<file path="config.mk">
export PLATFORM = sky130hd
export DESIGN_NAME = ets_sequencer
export DESIGN_NICKNAME = d
export VERILOG_FILES = /design/src/ets_edge.v /design/src/ets_sequencer.v
export VERILOG_INCLUDE_DIRS = /design/src /design/src/src
export SDC_FILE = /design/constraint.sdc
export NUM_CORES = 1
export LEC_CHECK = 0
export BUFFER_PORTS_ARGS = -buffer_cell sky130_fd_sc_hd__buf_4
export CORE_MARGIN = 8
export CORE_UTILIZATION = 29
export DETAILED_ROUTE_END_ITERATION = 8
export PLACE_DENSITY = 0.54
export SYNTH_ARGS = -nofsm -noshare
export SYNTH_HDL_FRONTEND = slang
export SYNTH_SLANG_ARGS = --single-unit
export TNS_END_PERCENT = 100
</file>
<file path="constraint.sdc">
create_clock -name clock -period 6.7 [get_ports clock]
set_input_delay 1.34 -clock clock [delete_from_list [all_inputs] [get_ports clock]]
set_output_delay 1.34 -clock clock [all_outputs]
set_load 0.005 [all_outputs]
</file>
<file path="src/ets_consts.vh">
// Contract
// RULE_01: exactly one of eight steps is current and only its indicator is lit.
// RULE_02: the upper selector sends its step to trigger row 1 when up, none when centred, row 2 when down.
// RULE_03: the lower selector sends its step to trigger row 3 when up, none when centred, gate row 4 when down.
// RULE_04: each trigger row gives one short pulse when a step routed to it becomes active.
// RULE_05: the gate row stays high for as long as a step routed to it is the active step.
// RULE_06: four row indicators each light while the current step is routed to their row.
// RULE_07: slewing is applied while the slew-enable input is low, otherwise the output jumps at once.
// RULE_08: each of start, stop, step and reset is taken from its button or its input socket.
// RULE_09: a start command puts the sequencer into the running state.
// RULE_10: a stop command leaves the running state and keeps the current step.
// RULE_11: each step-button press counts as exactly one clock pulse and advances one step.
// RULE_12: a reset command returns the sequence to step one, from which advancing continues.
// RULE_13: start and stop act on rising edges only, one event per edge whatever the pulse length.
// RULE_14: reset is level-sensitive and holds step one while it is high.
// RULE_15: an unconnected slew-enable input reads as low, so slewing is on by default.
// RULE_16: advancing from the eighth step wraps to step one.
// RULE_17: while running, each rising edge of the step clock input advances one step.
`ifndef ETS_CONSTS_VH
`define ETS_CONSTS_VH
`define ETS_NUM_STEPS 8
`define ETS_STEP_W 3
`define ETS_STEP_FIRST 3'h0
`define ETS_STEP_LAST 3'h7
`define ETS_SEL_W 2
`define ETS_SEL_CENTRE 2'h0
`define ETS_SEL_UP 2'h1
`define ETS_SEL_DOWN 2'h2
`define ETS_ROW_T1 0
`define ETS_ROW_T2 1
`define ETS_ROW_T3 2
`define ETS_ROW_GATE 3
`define ETS_NUM_ROWS 4
`define ETS_TRIG_PULSE_NS 1000
`define ETS_CLK_NS 8
`endif

</file>
<file path="src/ets_edge.v">
`timescale 1ns/1ps
module ets_edge (
  clock, // system clock
  rst, // async reset
  level, // input level
  rise // one-cycle pulse on rising edge
);
  input wire clock;
  input wire rst;
  input wire level;
  output wire rise;
  reg level_q;
  always @(posedge clock or posedge rst) begin
    if (rst) begin
      level_q <= 1'b0;
    end else begin
      level_q <= level;
    end
  end
  assign rise = level & ~level_q;
endmodule

</file>
<file path="src/ets_sequencer.v">
`timescale 1ns/1ps
`include "ets_consts.vh"
module ets_sequencer #(
  parameter NUM_STEPS = `ETS_NUM_STEPS,
  parameter TRIG_PULSE_NS = `ETS_TRIG_PULSE_NS
) (
  input wire clock, // system clock, 125 MHz
  input wire rst, // async reset, active high
  input wire btn_start, // start push-button
  input wire btn_stop, // stop push-button
  input wire btn_step, // step push-button
  input wire btn_reset, // reset push-button
  input wire jack_start, // start socket
  input wire jack_stop, // stop socket
  input wire jack_step, // step clock socket
  input wire jack_reset, // reset socket
  input wire [2*NUM_STEPS-1:0] sel_upper, // upper selector per step
  input wire [2*NUM_STEPS-1:0] sel_lower, // lower selector per step
  input wire slew_ctrl, // slew-enable control, low = slew
  input wire slew_ctrl_present, // high when a plug is in the slew socket
  output reg [NUM_STEPS-1:0] step_led, // step indicators, one-hot
  output reg [2:0] trig_out, // trigger rows 1..3
  output reg gate_out, // gate row
  output reg [3:0] row_led, // row-activity indicators
  output reg slew_en, // slewing applied to processed output
  output reg running, // running state
  output reg [`ETS_STEP_W-1:0] step_idx // current step, 0 = step one
);
  localparam ST_STOP = 2'b01;
  localparam ST_RUN = 2'b10;
  localparam integer PULSE_CYC_I = (TRIG_PULSE_NS + `ETS_CLK_NS - 1) / `ETS_CLK_NS;
  localparam [15:0] PULSE_CYC = PULSE_CYC_I[15:0];

  function [`ETS_NUM_ROWS-1:0] route;
    input [1:0] up;
    input [1:0] lo;
    begin
      route = {`ETS_NUM_ROWS{1'b0}};
      route[`ETS_ROW_T1] = (up == `ETS_SEL_UP); // [RULE_02]
      route[`ETS_ROW_T2] = (up == `ETS_SEL_DOWN); // [RULE_02]
      route[`ETS_ROW_T3] = (lo == `ETS_SEL_UP); // [RULE_03]
      route[`ETS_ROW_GATE] = (lo == `ETS_SEL_DOWN); // [RULE_03]
    end
  endfunction

  wire start_rise;
  wire stop_rise;
  wire step_rise;
  wire reset_lvl;
  reg [1:0] state_q;
  reg [1:0] state_d;
  reg [`ETS_STEP_W-1:0] step_d;
  reg [15:0] pulse_cnt_q;
  reg [3:0] cur_rows;
  wire advance;

  ets_edge u_start (
    .clock(clock),
    .rst(rst),
    .level(btn_start | jack_start), // [RULE_08]
    .rise(start_rise) // [RULE_13]
  );
  ets_edge u_stop (
    .clock(clock),
    .rst(rst),
    .level(btn_stop | jack_stop), // [RULE_08]
    .rise(stop_rise) // [RULE_13]
  );
  ets_edge u_step (
    .clock(clock),
    .rst(rst),
    .level(btn_step | jack_step), // [RULE_08]
    .rise(step_rise)
  );
  assign reset_lvl = btn_reset | jack_reset; // [RULE_08]

  // button step works stopped too; socket clock only while running
  assign advance = step_rise & ((state_q == ST_RUN) | btn_step); // [RULE_11] [RULE_17]

  always @* begin
    case (state_q)
      ST_STOP: state_d = start_rise ? ST_RUN : ST_STOP; // [RULE_09]
      ST_RUN: state_d = stop_rise ? ST_STOP : ST_RUN; // [RULE_10]
      default: state_d = ST_STOP;
    endcase
  end

  always @* begin
    if (reset_lvl) begin
      step_d = `ETS_STEP_FIRST; // [RULE_12] [RULE_14]
    end else if (advance) begin
      if (step_idx == NUM_STEPS - 1) begin
        step_d = `ETS_STEP_FIRST; // [RULE_16]
      end else begin
        step_d = step_idx + 1'b1;
      end
    end else begin
      step_d = step_idx; // [RULE_10]
    end
  end

  always @* begin
    cur_rows = route(sel_upper[2*step_d +: 2], sel_lower[2*step_d +: 2]);
  end

  always @(posedge clock or posedge rst) begin
    if (rst) begin
      state_q <= ST_STOP;
      step_idx <= `ETS_STEP_FIRST;
      pulse_cnt_q <= 16'h0000;
      step_led <= {{(NUM_STEPS-1){1'b0}}, 1'b1};
      trig_out <= 3'h0;
      gate_out <= 1'b0;
      row_led <= 4'h0;
      slew_en <= 1'b1;
      running <= 1'b0;
    end else begin
      state_q <= state_d;
      running <= (state_d == ST_RUN);
      step_idx <= step_d;
      step_led <= {{(NUM_STEPS-1){1'b0}}, 1'b1} << step_d; // [RULE_01]
      row_led <= cur_rows; // [RULE_06]
      gate_out <= cur_rows[`ETS_ROW_GATE]; // [RULE_05]
      slew_en <= ~(slew_ctrl & slew_ctrl_present); // [RULE_07] [RULE_15]
      if (step_d != step_idx || (advance && NUM_STEPS == 1)) begin
        trig_out <= cur_rows[2:0]; // [RULE_04]
        pulse_cnt_q <= PULSE_CYC;
      end else if (pulse_cnt_q > 16'h0001) begin
        pulse_cnt_q <= pulse_cnt_q - 16'h0001;
      end else begin
        pulse_cnt_q <= 16'h0000;
        trig_out <= 3'h0; // [RULE_04]
      end
    end
  end
endmodule

</file>
# [Word level (Yosys, flattened, before mapping)]
# Cells that the tools add are included.
[totals] regBits=42 in_bits=44 output_inout_bits=21 word_cells=52
[op_classes] addsub=2 n_eq_ne=10 magnitude_cmp=1 bitwise_logic=14 mux=10 n_shift=3
[ops] operator="$mux W16" n=2
[ops] operator="$shiftx A16 B5 Y2" n=2
[ops] operator="$gt A16 B1 Y1 const B" n=1
[ops] operator="$sub A16 B1 Y16 const B" n=1
[ops] operator="$mux W3" n=5
[ops] operator="$eq A2 B2 Y1 const B" n=4
[ops] operator="$shl A1 B3 Y8 const A" n=1
[ops] operator="$eq A2 B1 Y1 const B" n=3
[ops] operator="$and A1 B1 Y1" n=5
[ops] operator="$or A1 B1 Y1" n=5
[ops] operator="$mux W2" n=2
[ops] operator="$not A1 Y1" n=4
[ops] operator="$pmux W2 S2" n=1
[ops] operator="$add A3 B1 Y3 const B" n=1
[ops] operator="$eq A3 B3 Y1 const B" n=1
[ops] operator="$ne A3 B3 Y1" n=1
[ops] operator="$ne A2 B2 Y1 const B" n=1

# [Logic depth before layout (Yosys ltp)]
# Gate-level depths: netlist (run 1).
[logic_depth] ltp_word=8 ltp_mapped=10 mapped_depth_nobuf=9

# [By module]
# From an unflattened synthesis (run 1), not the netlist that was laid out.
[unflattened] hier_cells=231 area_unflattened_um2=2267.2
[modules_own_cells] module="ets_sequencer" instances=1 area_each_um2=2139.6 cells_each=222 seq_area_each_um2=954.7
[modules_own_cells] module="ets_edge" instances=3 area_each_um2=42.5 cells_each=3 seq_area_each_um2=25.0

# [Worst setup path after synthesis (run 1)]
# No wires, ideal clock.
[synth_path] path_kind="input -> register" from="input jack_reset" to="register trig_out[2]" path_buffers=1 required_time_ps=6608 arrival_ps=2773 stages=7 setup_time_ps=92 slack_ps=3835 path_cell_list="or2_2 buf_2 a31oi_1 nand2_1 a221oi_1 a32oi_1 o31ai_2"
[synth_via] elab_chain_cells=5 word_cells_on_any_way=7 classes_between="eq/ne: 3; shift: 1; mux: 2; bitwise: 1"
[synth_rtl] item="start: declaration" line_no="ets_sequencer.v:16" rtl="input wire jack_reset,"
[synth_rtl] item="$or A1 B1 Y1 *" line_no="ets_sequencer.v:75" rtl="assign reset_lvl = btn_reset | jack_reset;"
[synth_rtl] item="$mux W3 *" line_no="ets_sequencer.v:89" rtl="if (reset_lvl) begin"
[synth_rtl] item="$shiftx A16 B5 Y2" line_no="ets_sequencer.v:103" rtl="cur_rows = route(sel_upper[2*step_d +: 2], sel_lower[2*step_d +: 2]);"
[synth_rtl] item="$eq A2 B1 Y1 (no source line)"
[synth_rtl] item="$mux W3" line_no="ets_sequencer.v:125" rtl="if (step_d != step_idx || (advance && NUM_STEPS == 1)) begin"
[synth_rtl] item="end signal: assignment" line_no="ets_sequencer.v:126" rtl="trig_out <= cur_rows[2:0];"
[synth_rtl] item="end: declaration" line_no="ets_sequencer.v:22" rtl="output reg [2:0] trig_out,"
# Every way passes the cells marked *; elsewhere a longest branch is shown, timed or not.
# A chain may end at the register's enable or synchronous reset.

# [Worst setup path in the final report (run 1)]
[layout_path] from="input jack_reset" to="register trig_out[0]"
# The elaborated chain is that of the path after synthesis.

==> flow_summary.json, run 1 <==
{
  "status": "complete, no violations",
  "drtAntennaViolNets": 0,
  "switching_power_mw": 0.168,
  "antenna_found_initial": 0,
  "syn_inst": 229,
  "synth_edf_count": 0,
  "skew_ps": 6.10,
  "cts_tree": "built",
  "yosys_warnings": 0,
  "ys_seq_area_frac": 0.464,
  "placed_area_sq_um": 2800,
  "mostFrequentLayoutCell": "buf_4",
  "syn_area_sq_um": 2220,
  "hp-class": "flop to flop",
  "port_buffers": 64,
  "die_area_sq_um": 10700,
  "wire_per_inst_um": 14.4,
  "layout_common_cells": "66 x buf_4, 38 x dfrtp_1, 36 x nor2_1",
  "routabilityCongestion": 0.857,
  "end_kind": "flop",
  "power.density_nw_per_um2": 223,
  "h-tree-depth": 2,
  "critPathKind": "input port to flop",
  "comb_power_share": 0.183,
  "leakagePower_nw": 1.35,
  "fp-row-count": 32,
  "clock_path_buffers": 2,
  "diodes": 0,
  "fin_util": 0.388,
  "drive_above_1_share": 0.318,
  "slew_headroom": 0.565,
  "insertion_delay_ps": 290,
  "rsz0062_at_grt": "false",
  "coreArea_sq_um": 7570,
  "worst_slew_pin_slew_ps": 651,
  "crit_fanout": 9,
  "fill_cells": 763,
  "cts_sinks": 41,
  "track_usage": 0.114,
  "via_per_inst": 4.76,
  "synthesis.nets": 279,
  "place_inst": 390,
  "vias": 1893,
  "initial_core_util": 0.293,
  "final_max_slew_viol_count": 0,
  "cp.arrival_ps": 3150,
  "drcViolationCount": 0,
  "clkPwrFrac": 0.365,
  "final_nets": 345,
  "yosysUniqueCellTypes": 52,
  "finalSetupTns_ps": 0,
  "grt_max_degree": 42,
  "synthArstFlopShare": 1.00,
  "post_cts_buffers": 0,
  "final_cell_area_sq_um": 2930,
  "hold_violations": 0,
  "dr.pass1.iters": 4,
  "max-vdd-ir-drop_v": 0.000106,
  "die_h_um": 103,
  "cts_buffers": 5,
  "grt_pass1_vias": 1916,
  "p_int_mw": 0.485,
  "grt-ovfl-total": 0,
  "fin_crit_sh": 0.435,
  "fin_cells": 398,
  "routed_wl_um": 5710,
  "cp-start-kind": "input port",
  "ctsResizeCount": 0,
  "path_clk_slew_ps": 80,
  "cts_hold_buf": 0,
  "synth-seq-cells": 41,
  "post-dp-hpwl_um": 4500,
  "min_period_ps": 2920,
  "sequentialPowerShare": 0.452,
  "grt_pass1_wl_um": 9420,
  "areaGrowthSynthToFinish_pct": 32.3,
  "drtIter0Drc": 102,
  "dieWidth_um": 103,
  "avgSynthCellArea_sq_um": 9.69,
  "critPathRequiredTime_ps": 6940,
  "root_buffer": "clkbuf_8",
  "synthFlopType": "dfrtp_1",
  "cap_violations": 0,
  "finalSetupViolations": 0,
  "p_sw_frac": 0.258,
  "io_pins": 65,
  "max_freq_mhz": 343
}
==> final cells by class <==
| class | count | area [sq um] | area share |
|---|---|---|---|
| multi-input combinational | 170 | 1100 | 0.376 |
| sequential | 41 | 1030 | 0.351 |
| timing repair buffer | 66 | 495 | 0.169 |
| tap | 102 | 128 | 0.0435 |
| clock buffer | 5 | 68.8 | 0.0235 |
| clock inverter | 3 | 68.8 | 0.0235 |
| inverter | 11 | 41.3 | 0.0141 |
==> sequential cells by signal, indices dropped and copies added (netlist names) <==
name and cells:
gate_out 1, pulse_cnt_q 16, row_led 3, running 1, slew_en 1, state_q 2
step_idx 3, step_led 8, trig_out 3, u_start.level_q 1, u_step.level_q 1, u_stop.level_q 1
==> critical path, cell delays in order <==
cell	delay (ps)
buf_4	110
or2_2	390
a31oi_1	420
nand2_1	200
a221oi_1	280
a32o_2	230
a32o_1	180
==> stage by stage <==
step                power (mW)  setup slack, ps  hold slack (ps)
floorplan                0.369             3840              489
global placement         0.420             3550              518
detailed placement       0.423             3510              526
CTS                      0.664             3820              537
global route             0.698             3610              567
finish                   0.654             3780              529
==> final timing paths <==
kind,from,to,slack [ps],cells after the start
worst max-delay path,jack_reset,trig_out[0],3780,7
worst min-delay path,u_start.level_q,state_q[1],530,3
worst max register to register,step_idx[0],trig_out[0],4030,8
worst min register to register,u_start.level_q,state_q[1],530,3
max in group asynchronous,rst,step_led[0],5170,3
min in group asynchronous,rst,running,1170,3
==> Yosys cell counts, types with 2 or more instances <==
cell	count	area, sq um
a211oi_1	3	22.5
a21oi_1	14	70.1
a221oi_1	2	17.5
a31oi_1	2	12.5
a32oi_1	2	17.5
and2_1	2	12.5
buf_2	3	15.0
buf_4	2	15.0
dfrtp_1	38	951
dfstp_2	3	78.8
ha_1	6	75.1
inv_1	10	37.5
mux2_2	3	33.8
mux2i_1	4	40.0
nand2_1	18	67.6
nand2b_1	2	12.5
nand3_1	7	35.0
nor2_1	36	135
nor2b_1	2	12.5
nor3_1	5	25.0
nor3b_1	2	15.0
nor4_1	5	31.3
o21ai_0	13	65.1
o31ai_2	2	25.0
or2_2	4	25.0
or4_1	2	15.0
xnor2_1	9	78.8
xor2_1	4	35.0
==> per-layer routing <==
| metal | vias to the layer above | part of all wire | track usage |
|---|---|---|---|
| met2 | 41 | 0.49 | 0.180 |
| met5 | - | 0 | 0 |
| met3 | 8 | 0.052 | 0.0328 |
| met1 | 905 | 0.43 | 0.144 |
| met4 | 0 | 0.020 | 0.0423 |
| li1 | 939 | - | - |
==> power groups by stage <==
stage	clock network, mW	logic [mW]	registers, mW
3_5_place_dp	0	0.122	0.301
6_report	0.238	0.120	0.295
5_1_grt	0.258	0.141	0.300
2_1_floorplan	0	0.0740	0.295
3_3_place_gp	0	0.120	0.300
4_1_cts	0.245	0.123	0.296
==> logic make-up (layout without fill, tap and decap cells) <==
family / count (synthesis) / count (layout) / share of synthesized area
buffers and inverters: 18 / 85 / 0.0389
and+or+nand+nor: 92 / 92 / 0.204
AOI/OAI and AO/OA: 51 / 51 / 0.170
adders and majority gates: 6 / 6 / 0.0338
xor gates and xnor gates: 13 / 13 / 0.0513
muxes: 8 / 8 / 0.0384
DFF: 41 / 41 / 0.464
(Power assumes the default switching activity.)
==> inputs of run 2 (changes only) <==
--- a/config.mk
+++ b/config.mk
@@ -10,7 +10,7 @@
 export CORE_MARGIN = 8
 export CORE_UTILIZATION = 29
 export DETAILED_ROUTE_END_ITERATION = 8
-export PLACE_DENSITY = 0.54
+export PLACE_DENSITY = 0.56
 export SYNTH_ARGS = -nofsm -noshare
 export SYNTH_HDL_FRONTEND = slang
 export SYNTH_SLANG_ARGS = --single-unit
==> constraint.sdc (replaced) <==
create_clock -name clock -period 2.34 [get_ports clock]
set_input_delay 0.468 -clock clock [delete_from_list [all_inputs] [get_ports clock]]
set_output_delay 0.468 -clock clock [all_outputs]
set_load 0.005 [all_outputs]
==> flow_summary.json, run 2 (same netlist as run 1, synthesis figures left out) <==
{
  "grt_max_degree": 42,
  "largest_reg_flops": 16,
  "dr.pass1.iters": 4,
  "path_depth": 9,
  "drive_above_1_share": 0.409,
  "drcViolationCount": 0,
  "port_buffers": 64,
  "cts_buffers": 5,
  "pre_cts_slack_ps": -91.1,
  "die_area_sq_um": 10700,
  "min_period_ps": 2270,
  "final_max_slew_viol_count": 0,
  "critical_path.cell_chain": "inv_1 > ha_4 > a21o_4 > a32oi_4 > buf_6 > mux2_1 > nand2_1 > a32o_2 > a32o_1",
  "skew_ps": 12.2,
  "drtIter0Drc": 52,
  "hp-class": "input port to asynchronous set/reset pin",
  "coreArea_sq_um": 7570,
  "track_usage": 0.116,
  "crit_fanout": 7,
  "areaGrowthSynthToFinish_pct": 43.1,
  "fin_ws_ps": 68.3,
  "worst_slew_pin_slew_ps": 518,
  "top_register": "pulse_cnt_q",
  "grt-ovfl-total": 0,
  "cp-start-kind": "flop",
  "cp-startpoint": "state_q[0]",
  "timing.rr.start": "state_q[0]",
  "via_per_inst": 4.62,
  "post-dp-hpwl_um": 4670,
  "fin_crit_sh": 0.971,
  "critPathKind": "flop to flop",
  "fin_util": 0.419,
  "crit_family": "compound AO/OA/AOI/OAI gates",
  "cpPeakStageDelay_ps": 530,
  "cts_tree": "built",
  "leakagePower_nw": 1.45,
  "grt_pass1_wl_um": 9690,
  "placed_area_sq_um": 2950,
  "io_pins": 65,
  "end_kind": "flop",
  "h-tree-depth": 2,
  "critPathRequiredTime_ps": 2570,
  "max-vdd-ir-drop_v": 0.000183,
  "grt_pass1_vias": 1992,
  "r2r_cells": 9,
  "initial_core_util": 0.293,
  "mostFrequentLayoutCell": "buf_4",
  "crit_slowest_cell": "dfstp_2",
  "cp_num_buf_inv": 2,
  "final_cell_area_sq_um": 3170,
  "routabilityCongestion": 0.831,
  "dieWidth_um": 103,
  "cap_violations": 0,
  "cp.arrival_ps": 2510,
  "diodes": 0,
  "finalSetupViolations": 0,
  "path_clk_slew_ps": 80,
  "status": "complete, no violations",
  "power.density_nw_per_um2": 534,
  "routed_wl_um": 5940,
  "rsz0062_at_grt": "true",
  "hold_violations": 0,
  "fill_cells": 742,
  "wire_per_inst_um": 14.1,
  "root_buffer": "clkbuf_8",
  "vias": 1940,
  "cts_sinks": 41,
  "fp-row-count": 32,
  "final_nets": 368,
  "max_freq_mhz": 440,
  "insertion_delay_ps": 290,
  "clock_path_buffers": 2,
  "layout_common_cells": "87 x buf_4, 38 x dfrtp_1, 36 x nor2_1",
  "slew_headroom": 0.654,
  "drtAntennaViolNets": 0,
  "die_h_um": 103,
  "antenna_found_initial": 0,
  "largestRegisters": "pulse_cnt_q: 16 flops, step_led: 8 flops"
}
[run 2: final timing paths]
path                          endpoint  slack (ps)
max reg2reg                trig_out[0]          70
min reg2reg                trig_out[0]         540
min in group clock             slew_en         290
min                            running         290
max                        trig_out[0]          70
max in group asynchronous  step_led[0]        1670
[run 2: stage by stage]
stage               cells  power (mW)  TNS [ps]  hold WS [ps]
finish                420        1.70         0           287
global route          420        1.82     -48.2           273
CTS                   419        1.69         0           280
detailed placement    411        1.23      -346           522
global placement      411        1.22      -244           529
floorplan             229        1.06         0           489
[run 2: final cells by class]
| class | instances | area (sq um) | share of cell area |
|---|---|---|---|
| Clock buffer | 6 | 72.6 | 0.0229 |
| Clock inverter | 1 | 8.76 | 0.00276 |
| Inverter | 11 | 41.3 | 0.0130 |
| Tap cell | 102 | 128 | 0.0402 |
| Timing Repair Buffer | 89 | 676 | 0.213 |
| Sequential cell | 41 | 1030 | 0.324 |
| Multi-Input combinational cell | 170 | 1220 | 0.384 |
[run 2: routing by layer]
| metal | routed length (um) | global-route usage | vias up |
|---|---|---|---|
| met5 | 0 | 0 | - |
| met4 | 124 | 0.0445 | 0 |
| met3 | 333 | 0.0348 | 10 |
| met2 | 2940 | 0.182 | 49 |
| met1 | 2540 | 0.146 | 898 |
| li1 | - | - | 983 |
[run 2: worst reg2reg max path, stage by stage (launching register included)]
cell and delay, ps:
dfstp_2 530, inv_1 60, ha_4 180, a21o_4 240, a32oi_4 240, buf_6 170
mux2_1 320, nand2_1 70, a32o_2 230, a32o_1 170
[run 2: timing repair]
item / CTS / global route
pin swaps: 1 / 7
cloned: 0 / 0
setup endpoints to repair: 7 / 7
resized for setup: 6 / 19
hold buffers: 0 / 0
buffers inserted: 1 / 2
[run 2: report_power, final]
part / total [mW] / internal [mW] / switching (mW)
sequential: 0.846 / 0.783 / 0.0624
combinational: 0.405 / 0.216 / 0.190
clock: 0.444 / 0.206 / 0.238
==> inputs of run 3 (changes only) <==
--- a/config.mk
+++ b/config.mk
@@ -6,11 +6,13 @@
 export SDC_FILE = /design/constraint.sdc
 export NUM_CORES = 1
 export LEC_CHECK = 0
+export ABC_AREA = 1
 export BUFFER_PORTS_ARGS = -buffer_cell sky130_fd_sc_hd__buf_4
+export CAP_MARGIN = 20
 export CORE_MARGIN = 8
-export CORE_UTILIZATION = 29
+export CORE_UTILIZATION = 30
 export DETAILED_ROUTE_END_ITERATION = 8
-export PLACE_DENSITY = 0.56
+export PLACE_DENSITY = 0.57
 export SYNTH_ARGS = -nofsm -noshare
 export SYNTH_HDL_FRONTEND = slang
 export SYNTH_SLANG_ARGS = --single-unit
==> flow_summary.json, run 3 <==
{
  "comb_power_share": 0.221,
  "cp_num_buf_inv": 4,
  "grt_pass1_vias": 2180,
  "worst_path_most_repeated_cell": "nand2_1",
  "hold_depth": 2,
  "syn_area_sq_um": 2300,
  "max_freq_mhz": 480,
  "clkPwrFrac": 0.296,
  "fin_crit_sh": 0.891,
  "fill_cells": 800,
  "final_nets": 427,
  "synth-seq-cells": 41,
  "critPathKind": "flop to flop",
  "worst_slew_pin_slew_ps": 509,
  "diodes": 0,
  "yosys_warnings": 0,
  "min_period_ps": 2080,
  "slew_headroom": 0.661,
  "grt-ovfl-total": 0,
  "hold_violations": 0,
  "vias": 2052,
  "cpPeakStageDelay_ps": 540,
  "crit_fanout": 21,
  "ctsResizeCount": 0,
  "synth_most_common_cell": "nand2_1",
  "areaGrowthSynthToFinish_pct": 31.6,
  "cts_buffers": 5,
  "largestRegisters": "pulse_cnt_q: 16 flops, step_led: 8 flops",
  "port_buffers": 64,
  "hp-class": "input port to flop",
  "r2r_cells": 16,
  "status": "complete, no violations",
  "drive_above_1_share": 0.280,
  "post_cts_buffers": 0,
  "post-dp-hpwl_um": 4550,
  "critPathRequiredTime_ps": 2580,
  "fp-row-count": 32,
  "cts_sinks": 41,
  "routabilityCongestion": 0.817,
  "avgSynthCellArea_sq_um": 7.55,
  "skew_ps": 9.69,
  "layout_common_cells": "93 x nand2_1, 72 x buf_4, 38 x inv_1, 38 x dfrtp_1, 34 x nor2_1",
  "path_depth": 16,
  "switching_power_mw": 0.491,
  "insertion_delay_ps": 300,
  "largest_reg_flops": 16,
  "yosysUniqueCellTypes": 28,
  "crit_family": "simple AND/OR/NAND/NOR gates",
  "synth_edf_count": 0,
  "end_kind": "flop",
  "die_h_um": 104,
  "power.density_nw_per_um2": 556,
  "routed_wl_um": 5670,
  "synthTopCellsByArea": "dfrtp_1 41%, nand2_1 15%, nand3_1 6.3%",
  "leakagePower_nw": 1.65,
  "rsz0062_at_grt": "false",
  "crit_slowest_cell": "dfstp_2",
  "grt_max_degree": 42,
  "synthFlopType": "dfrtp_1",
  "io_pins": 65,
  "cp.arrival_ps": 2330,
  "power.total_mw": 1.68,
  "clock_path_buffers": 2,
  "grt_pass1_wl_um": 10000,
  "cts_hold_buf": 0,
  "dr.pass1.iters": 4,
  "p_int_mw": 1.19,
  "coreArea_sq_um": 7570,
  "cts_tree": "built",
  "syn_inst": 305,
  "sequentialPowerShare": 0.484,
  "drtAntennaViolNets": 0,
  "top_register": "pulse_cnt_q",
  "cap_violations": 0,
  "die_area_sq_um": 10700,
  "initial_core_util": 0.304,
  "dieWidth_um": 104,
  "finalSetupTns_ps": 0,
  "synthesis.nets": 355,
  "path_clk_slew_ps": 80,
  "max-vdd-ir-drop_v": 0.000258,
  "ys_seq_area_frac": 0.447,
  "netlist.area_leader.share": 0.413,
  "h-tree-depth": 2,
  "synth.largest_area_cell": "dfrtp_1",
  "final_max_slew_viol_count": 0,
  "root_buffer": "clkbuf_8",
  "via_per_inst": 4.28,
  "drcViolationCount": 0,
  "synthArstFlopShare": 1.00,
  "drtIter0Drc": 75,
  "wire_per_inst_um": 11.8,
  "track_usage": 0.111,
  "mostFrequentLayoutCell": "nand2_1",
  "finalSetupViolations": 0,
  "p_sw_frac": 0.291,
  "critical_path.cell_chain": "inv_1 > ha_1 > inv_1 > nand2_2 > nand3_4 > nand2_1 > nand3_1 > buf_4 > inv_1 > nand2_1 > nand2_1 > nand2_1 > nand3_1 > nand2_1 > nand3_1 > nand2_1",
  "cp-start-kind": "flop",
  "antenna_found_initial": 0,
  "holdWs_ps": 283,
  "yosys-top-cells-count": "93 x nand2_1, 38 x dfrtp_1, 38 x inv_1, 34 x nor2_1, 29 x nand3_1"
}
-- run 3: cell count changes in the layout (fill, tap and decap cells not counted), moves of 5 or more --
cell	change
a21oi_1	-9
buf_4	-15
inv_1	+28
nand2_1	+77
nand3_1	+23
nor2_2	+10
nor4_1	-5
o21ai_0	-5
xor2_1	+6
-- run 3: final timing paths --
kind,slack [ps],endpoint,start
setup / recovery,260,trig_out[2],state_q[0]
hold / removal,280,slew_en,slew_ctrl_present
setup reg to reg,260,trig_out[2],state_q[0]
hold reg to reg,490,trig_out[1],trig_out[1]
max in group asynchronous,1680,step_led[0],rst
min in group asynchronous,300,step_led[6],rst
-- run 3: cell type report --
type	instances	area, sq um	area share
Inverter	43	164	0.0541
Tap cell	102	128	0.0421
Timing Repair Buffer	72	541	0.178
Multi-Input combinational cell	214	1070	0.354
Clock buffer	6	82.6	0.0273
Sequential cell	41	1030	0.340
Clock inverter	2	13.8	0.00454
-- run 3: layer usage --
layer	part of all wire	routed length [um]	vias to the layer above	GRT usage
met1	0.45	2560	929	0.131
li1	-	-	1066	-
met3	0.060	339	9	0.0359
met4	0.016	89	0	0.0357
met2	0.47	2680	48	0.186
met5	0	0	-	0
-- run 3: kinds of logic after synthesis --
group	Yosys count	synth area share
buffers and inverters	50	0.0875
AO/OA/AOI/OAI	15	0.0348
flip-flops	41	0.447
adder cells (fa/ha/maj)	6	0.0326
AND/OR/NAND/NOR	178	0.341
XOR/XNOR	15	0.0571
-- run 3: power by group through the flow --
stage | combinational (mW) | clock, mW | sequential [mW]
floorplan | 0.225 | 0 | 0.825
global placement | 0.372 | 0 | 0.830
detailed placement | 0.379 | 0 | 0.831
CTS | 0.381 | 0.515 | 0.817
global route | 0.430 | 0.552 | 0.823
finish | 0.372 | 0.498 | 0.815
-- run 3: per-stage QoR --
step / utilization / area [sq um] / setup slack [ps] / instances
final: 0.400 / 3030 / 256 / 480
after global routing: 0.400 / 3030 / 34.5 / 480
after CTS: 0.400 / 3030 / 127 / 480
after detailed placement: 0.388 / 2930 / 147 / 472
after global placement: 0.388 / 2930 / 238 / 472
after floorplan: - / 2300 / 441 / 305
